### config.mk
export PLATFORM = sky130hd
export DESIGN_NAME = sep_scan_edge_pulse_logic
export DESIGN_NICKNAME = d
export VERILOG_FILES = /design/src/sep_pkg.sv /design/src/sep_scan_edge_pulse_logic.sv
export SDC_FILE = /design/constraint.sdc
export NUM_CORES = 1
export LEC_CHECK = 0
export BUFFER_PORTS_ARGS = -buffer_cell sky130_fd_sc_hd__clkbuf_2
export CELL_PAD_IN_SITES_DETAIL_PLACEMENT = 0
export CELL_PAD_IN_SITES_GLOBAL_PLACEMENT = 1
export CORE_MARGIN = 2
export CORE_UTILIZATION = 42
export DETAILED_ROUTE_END_ITERATION = 8
export PLACE_DENSITY = 0.84
export SYNTH_ARGS = -nofsm -noshare
export SYNTH_HDL_FRONTEND = slang
export SYNTH_SLANG_ARGS = --single-unit
### constraint.sdc
create_clock -name mclk -period 2.2 [get_ports mclk]
set_clock_uncertainty 0.1 [all_clocks]
set_input_delay 0.22 -clock mclk [delete_from_list [all_inputs] [get_ports mclk]]
set_output_delay 0.22 -clock mclk [all_outputs]
set_load 0.01 [all_outputs]
### src/sep_pkg.sv
package sep_pkg;
  // instruction codes, one-hot
  typedef enum logic [18:0] {
    SEP_IDLE_STEP            = 19'h00001,
    SEP_RISE_DETECT_LOAD     = 19'h00002,
    SEP_RISE_DETECT_SERIES   = 19'h00004,
    SEP_RISE_DETECT_PARALLEL = 19'h00008,
    SEP_FALL_DETECT_LOAD     = 19'h00010,
    SEP_FALL_DETECT_SERIES   = 19'h00020,
    SEP_FALL_DETECT_PARALLEL = 19'h00040,
    SEP_STORED_RISE_LOAD     = 19'h00080,
    SEP_STORED_RISE_SERIES   = 19'h00100,
    SEP_STORED_RISE_PARALLEL = 19'h00200,
    SEP_STORED_FALL_LOAD     = 19'h00400,
    SEP_STORED_FALL_SERIES   = 19'h00800,
    SEP_STORED_FALL_PARALLEL = 19'h01000,
    SEP_RISE_PULSE_OUTPUT    = 19'h02000,
    SEP_FALL_PULSE_OUTPUT    = 19'h04000,
    SEP_NEGATE_RESULT        = 19'h08000,
    SEP_RISE_HOLD_RESULT     = 19'h10000,
    SEP_FALL_HOLD_RESULT     = 19'h20000,
    SEP_LOAD_CONTACT         = 19'h40000
  } sep_op_e;
  localparam int  SEP_SLOT_W   = 4;      // index width for the 16 program positions with own history
  localparam int  SEP_SLOTS    = 16;
  localparam logic SEP_ACC_RST = 1'b0;
  localparam logic SEP_HIST_RST = 1'b0;
endpackage

### src/sep_scan_edge_pulse_logic.sv
`timescale 1ns/100ps
module sep_scan_edge_pulse_logic import sep_pkg::*; (
  input  wire logic                  mclk,
  input  wire logic                  nrst,
  input  wire logic                  clk_en,
  input  wire logic                  step_valid,
  input  wire sep_op_e               step_op,
  input  wire logic [SEP_SLOT_W-1:0] step_slot,
  input  wire logic                  contact,
  input  wire logic                  prev_in,
  output logic                       acc_out,
  output logic                       stack_out,
  output logic                       dest_out,
  output logic                       dest_valid,
  output logic                       prev_out,
  output logic                       prev_write
);
  // internal history per program position, and result registers
  logic [SEP_SLOTS-1:0] hist_reg;
  logic [SEP_SLOTS-1:0] hist_next;
  logic                 acc_reg;
  logic                 acc_next;
  logic                 stk_reg;
  logic                 stk_next;
  logic                 dst_reg;
  logic                 dst_next;
  logic                 dv_reg;
  logic                 dv_next;
  logic                 pw_reg;
  logic                 pw_next;
  logic                 po_reg;
  logic                 po_next;

  function automatic logic rose(input logic prev, input logic now);
    rose = ~prev & now;
  endfunction
  function automatic logic fell(input logic prev, input logic now);
    fell = prev & ~now;
  endfunction

  // one instruction per enabled step; history only touched by its owner
  always_comb begin
    logic h;
    h = hist_reg[step_slot];
    hist_next = hist_reg;
    acc_next = acc_reg;
    stk_next = stk_reg;
    dst_next = dst_reg;
    dv_next = 1'b0;
    pw_next = 1'b0;
    po_next = po_reg;
    if (step_valid) begin
      unique case (step_op)
        SEP_IDLE_STEP: ;
        SEP_LOAD_CONTACT: begin
          stk_next = acc_reg;
          acc_next = contact;
        end
        SEP_RISE_DETECT_LOAD: begin
          stk_next = acc_reg;
          acc_next = rose(h, contact);
          hist_next[step_slot] = contact;
        end
        SEP_RISE_DETECT_SERIES: begin
          acc_next = acc_reg & rose(h, contact);
          hist_next[step_slot] = contact;
        end
        SEP_RISE_DETECT_PARALLEL: begin
          acc_next = acc_reg | rose(h, contact);
          hist_next[step_slot] = contact;
        end
        SEP_FALL_DETECT_LOAD: begin
          stk_next = acc_reg;
          acc_next = fell(h, contact);
          hist_next[step_slot] = contact;
        end
        SEP_FALL_DETECT_SERIES: begin
          acc_next = acc_reg & fell(h, contact);
          hist_next[step_slot] = contact;
        end
        SEP_FALL_DETECT_PARALLEL: begin
          acc_next = acc_reg | fell(h, contact);
          hist_next[step_slot] = contact;
        end
        SEP_STORED_RISE_LOAD: begin
          stk_next = acc_reg;
          acc_next = rose(prev_in, contact);
          pw_next = 1'b1;
          po_next = contact;
        end
        SEP_STORED_RISE_SERIES: begin
          acc_next = acc_reg & rose(prev_in, contact);
          pw_next = 1'b1;
          po_next = contact;
        end
        SEP_STORED_RISE_PARALLEL: begin
          acc_next = acc_reg | rose(prev_in, contact);
          pw_next = 1'b1;
          po_next = contact;
        end
        SEP_STORED_FALL_LOAD: begin
          stk_next = acc_reg;
          acc_next = fell(prev_in, contact);
          pw_next = 1'b1;
          po_next = contact;
        end
        SEP_STORED_FALL_SERIES: begin
          acc_next = acc_reg & fell(prev_in, contact);
          pw_next = 1'b1;
          po_next = contact;
        end
        SEP_STORED_FALL_PARALLEL: begin
          acc_next = acc_reg | fell(prev_in, contact);
          pw_next = 1'b1;
          po_next = contact;
        end
        SEP_RISE_PULSE_OUTPUT: begin
          dst_next = rose(h, acc_reg);
          dv_next = 1'b1;
          hist_next[step_slot] = acc_reg;
        end
        SEP_FALL_PULSE_OUTPUT: begin
          dst_next = fell(h, acc_reg);
          dv_next = 1'b1;
          hist_next[step_slot] = acc_reg;
        end
        SEP_NEGATE_RESULT: acc_next = ~acc_reg;
        SEP_RISE_HOLD_RESULT: begin
          acc_next = rose(h, acc_reg);
          hist_next[step_slot] = acc_reg;
        end
        SEP_FALL_HOLD_RESULT: begin
          acc_next = fell(h, acc_reg);
          hist_next[step_slot] = acc_reg;
        end
        default: acc_next = acc_reg; // illegal code keeps state
      endcase
    end
  end

  // registers advance only on a cycle with clk_en high, with or without step_valid
  always_ff @(posedge mclk or negedge nrst) begin
    if (!nrst) begin
      hist_reg <= {SEP_SLOTS{SEP_HIST_RST}};
      acc_reg  <= SEP_ACC_RST;
      stk_reg  <= SEP_ACC_RST;
      dst_reg  <= 1'b0;
      dv_reg   <= 1'b0;
      pw_reg   <= 1'b0;
      po_reg   <= 1'b0;
    end else if (clk_en) begin
      hist_reg <= hist_next;
      acc_reg  <= acc_next;
      stk_reg  <= stk_next;
      dst_reg  <= dst_next;
      dv_reg   <= dv_next;
      pw_reg   <= pw_next;
      po_reg   <= po_next;
    end
  end

  assign acc_out    = acc_reg;
  assign stack_out  = stk_reg;
  assign dest_out   = dst_reg;
  assign dest_valid = dv_reg;
  assign prev_out   = po_reg;
  assign prev_write = pw_reg;

  AST_NEGATE: assert property (@(posedge mclk) disable iff (!nrst)
    clk_en && step_valid && step_op == SEP_NEGATE_RESULT |=> acc_out == !$past(acc_out))
    else $error("negate did not invert");
  AST_IDLE: assert property (@(posedge mclk) disable iff (!nrst)
    clk_en && step_valid && step_op == SEP_IDLE_STEP |=> $stable(acc_out))
    else $error("idle step changed accumulator");
  AST_SRISE_LOAD: assert property (@(posedge mclk) disable iff (!nrst)
    clk_en && step_valid && step_op == SEP_STORED_RISE_LOAD
    |=> acc_out == ($past(contact) && !$past(prev_in)) && stack_out == $past(acc_out))
    else $error("stored rise load wrong");
  AST_SRISE_SER: assert property (@(posedge mclk) disable iff (!nrst)
    clk_en && step_valid && step_op == SEP_STORED_RISE_SERIES && !acc_out |=> !acc_out)
    else $error("stored rise series ignored accumulator");
  AST_SRISE_PAR: assert property (@(posedge mclk) disable iff (!nrst)
    clk_en && step_valid && step_op == SEP_STORED_RISE_PARALLEL && acc_out |=> acc_out)
    else $error("stored rise parallel ignored accumulator");
  AST_SFALL_SER: assert property (@(posedge mclk) disable iff (!nrst)
    clk_en && step_valid && step_op == SEP_STORED_FALL_SERIES
    |=> acc_out == ($past(acc_out) && $past(prev_in) && !$past(contact)))
    else $error("stored fall series wrong");
  AST_SFALL_PAR: assert property (@(posedge mclk) disable iff (!nrst)
    clk_en && step_valid && step_op == SEP_STORED_FALL_PARALLEL
    |=> acc_out == ($past(acc_out) || ($past(prev_in) && !$past(contact))))
    else $error("stored fall parallel wrong");
  AST_PREV_WRITE: assert property (@(posedge mclk) disable iff (!nrst)
    clk_en && step_valid && step_op == SEP_STORED_FALL_LOAD |=> prev_write && prev_out == $past(contact))
    else $error("previous state not written back");
  AST_PULSE_DV: assert property (@(posedge mclk) disable iff (!nrst)
    clk_en && step_valid && step_op == SEP_RISE_PULSE_OUTPUT
    |=> dest_valid && dest_out == ($past(acc_out) && !$past(hist_reg[step_slot])))
    else $error("rise pulse output wrong");
  AST_FALL_PULSE: assert property (@(posedge mclk) disable iff (!nrst)
    clk_en && step_valid && step_op == SEP_FALL_PULSE_OUTPUT
    |=> dest_valid && dest_out == (!$past(acc_out) && $past(hist_reg[step_slot])))
    else $error("fall pulse output wrong");
  AST_RISE_HOLD: assert property (@(posedge mclk) disable iff (!nrst)
    clk_en && step_valid && step_op == SEP_RISE_HOLD_RESULT
    |=> acc_out == ($past(acc_out) && !$past(hist_reg[step_slot])))
    else $error("rise hold wrong");
  AST_RISE_LOAD: assert property (@(posedge mclk) disable iff (!nrst)
    clk_en && step_valid && step_op == SEP_RISE_DETECT_LOAD
    |=> stack_out == $past(acc_out) && acc_out == ($past(contact) && !$past(hist_reg[step_slot])))
    else $error("rise detect load wrong");
  AST_FREEZE: assert property (@(posedge mclk) disable iff (!nrst)
    !clk_en |=> $stable(acc_out) && $stable(stack_out) && $stable(prev_write) && $stable(dest_valid))
    else $error("state moved while clock enable low");
endmodule

==> results.toml <==
[synthesis]
syn_nets = 221
synth_common_cells = "26 x nor2_1, 22 x dfrtp_1, 18 x mux2_2, 11 x nand3_1"
synth_area_mm2 = 0.001767
netlist.area_leader.share_pct = 31.16
syn-instance-count = 192
synth_flop_cell = "dfrtp_1"
synthTopCellsByArea = "dfrtp_1 31%, mux2_2 11%, nor2_1 5.5%"
synth_seq_cells = 22
synth_edf_count = 0
synth.largest_area_cell = "dfrtp_1"
ys_warn_count = 0
synthArstFlopShare_pct = 100.0
synthMostInstantiatedCell = "nor2_1"
synthDistinctLibCells = 47
synth_area_per_cell_um2 = 9.202
seq_area_frac_synth_pct = 31.16

[layout]
fillCellCount = 339
antenna_cells = 0
design_area_mm2 = 0.002639
instances_no_fill = 328
syn2layout_area_growth_pct = 49.36
largest_reg_flops = 16
final_net_count = 308
drive_above_1_share_pct = 49.28

[setup_path]
crit_fanout = 5
r2r-start = "hist_reg[3]$_DFFE_PN0P_"
startpoint = "step_op[6]"
worstPathRequired_ns = 2.27
cp-start-kind = "input pin"
cp.arrival_ns = 2.76
end_kind = "flip-flop"
crit_type = "input pin to flip-flop"

[clock_tree]
cts_made_buffers = 3
cts.sinks = 22
cts-root-buf = "clkbuf_8"
cts_tree = "built"
insertion_delay_ns = 0.27
cts.path.max_buffers = 2
clk_pin_slew_ns = 0.08
cts_max_level = 1

[routing]
dr.pass1.iters = 4
vias = 1905
drc = 0
drt_iter0_drc = 85
post_drt_wl_per_cell_um = 17.57
vias_per_cell = 5.808
wl_um = 5762
drtAntennaViolNets = 0

[power]
p_leak_nw = 1.189
vdd_ir_drop_max_v = 0.0004913
powerDensity_mw_per_mm2 = 363.9

[grt]
grt_max_degree = 23
grt_pass1_wl_um = 8569
grt_pass1_vias = 1850
grt_usage_pct = 24.77
grt.overflow.total = 0
antenna_found_initial = 0

[min_path]
hold_start = "clk_en"
hold_path.class = "input pin to flip-flop"

[floorplanning]
die_w_um = 68.86
placementRows = 23
dieArea_mm2 = 0.004741
die_h_um = 68.86
initial_core_util_pct = 43.85
core-area_mm2 = 0.004029
io_pins = 35

[timing]
finalHoldViolations = 0
fin_setup_tns_ns = -7.632
period_share_pct = 122.5
rsz0062_at_grt = "yes"
slew_viol_final = 0
maxSlewHeadroom_pct = 62.10
min_period_ns = 2.695
fin_ws_ns = -0.4952
fmaxAchievable_mhz = 371.0
setup_viol = 20
worstMarginPinSlew_ns = 0.5685

[job]
max_cap_violations = 0

[outcome]
violations = "negative setup slack"
status = "finished, violations left"

[place]
post-dp-hpwl_um = 3877
place_area_mm2 = 0.002372
gp_congestion = 0.8383
dp.cells = 318
io_buffers = 34
==> final timing paths <==
check,end,slack (ns),cells past startpoint
max in group asynchronous,stack_out$_DFFE_PN0P_,1.25,2
min in group asynchronous,hist_reg[2]$_DFFE_PN0P_,0.37,2
hold reg to reg,hist_reg[1]$_DFFE_PN0P_,0.42,1
hold / removal,dest_valid$_DFFE_PN0P_,0.06,2
setup reg to reg,acc_out$_DFFE_PN0P_,-0.02,7
setup / recovery,acc_out$_DFFE_PN0P_,-0.50,8
==> critical path, cell delays in order <==
cell      delay, ns
buf_6          0.09
or4_4          0.57
or4_4          0.60
or4b_4         0.57
and4_4         0.17
a211oi_2       0.18
o211ai_1       0.13
a31o_1         0.23
==> timing repair <==
| action | in CTS | in global routing |
|---|---|---|
| endpoints found under the setup margin | 20 | 22 |
| pin swaps | 14 | 14 |
| endpoints found under the hold margin | 22 | 0 |
| setup buffers | 3 | 4 |
| hold buffers | 1 | 0 |
| gates resized for setup | 16 | 20 |
==> power by group <==
group / total [mW] / internal [mW] / switching [mW]
sequential: 0.404 / 0.404 / 0.00000957
combinational: 0.171 / 0.0791 / 0.0921
clock: 0.385 / 0.244 / 0.142
==> cells in the final DEF, fill, tap and decap left out, drive strengths merged, types with 4 or more instances in the layout <==
cell and instances:
nor2 26, nor2b 6, mux4 4, nand2 7, nand4b 5, nor4 8, nand3 11, o211ai 6
or4 6, buf 54, clkbuf 35, mux2 19, o21ai 7, dfrtp 22, inv 7, nor3b 4
==> through the flow <==
stage	hold slack [ns]	total power [mW]	setup slack, ns	util [%]
2_1_floorplan	-0.1756	0.4664	-0.5709	-
3_3_place_gp	0.1261	0.5634	-0.6911	58.88
3_5_place_dp	0.1291	0.5655	-0.7399	58.88
4_1_cts	0.05827	0.9523	-0.4703	63.14
5_1_grt	0.07423	0.9898	-0.5794	65.50
6_report	0.05814	0.9601	-0.4952	65.50
==> layout make-up <==
class	instances	area, um^2	share of cell area [%]
Clock buffer	3	41.29	1.565
Clock inverter	1	30.03	1.138
Inverter	7	26.28	0.9957
Multi-Input combinational cell	158	1321	50.07
Sequential cell	22	550.5	20.86
Tap cell	50	62.56	2.371
Timing Repair Buffer	87	606.8	23.00
==> kinds of logic (layout without fill, tap and decap cells) <==
kind of cell    Yosys count  count (layout)  synth area share, %
mux                      25              25                18.34
flops                    22              22                31.16
compound gates           31              31                12.82
buf+inv                  12              98                2.620
simple gates             97              97                32.58
xor+xnor                  5               5                2.479
==> layer usage <==
metal	wire [um]	vias to the layer above	share of wire (%)	GRT usage, %
met5	0	-	0	0
li1	-	913	-	-
met4	94	0	1.6	8.824
met3	259	8	4.5	1.948
met2	3000	54	52	44.95
met1	2408	930	42	30.64
Power figures use the tool's default switching activity.
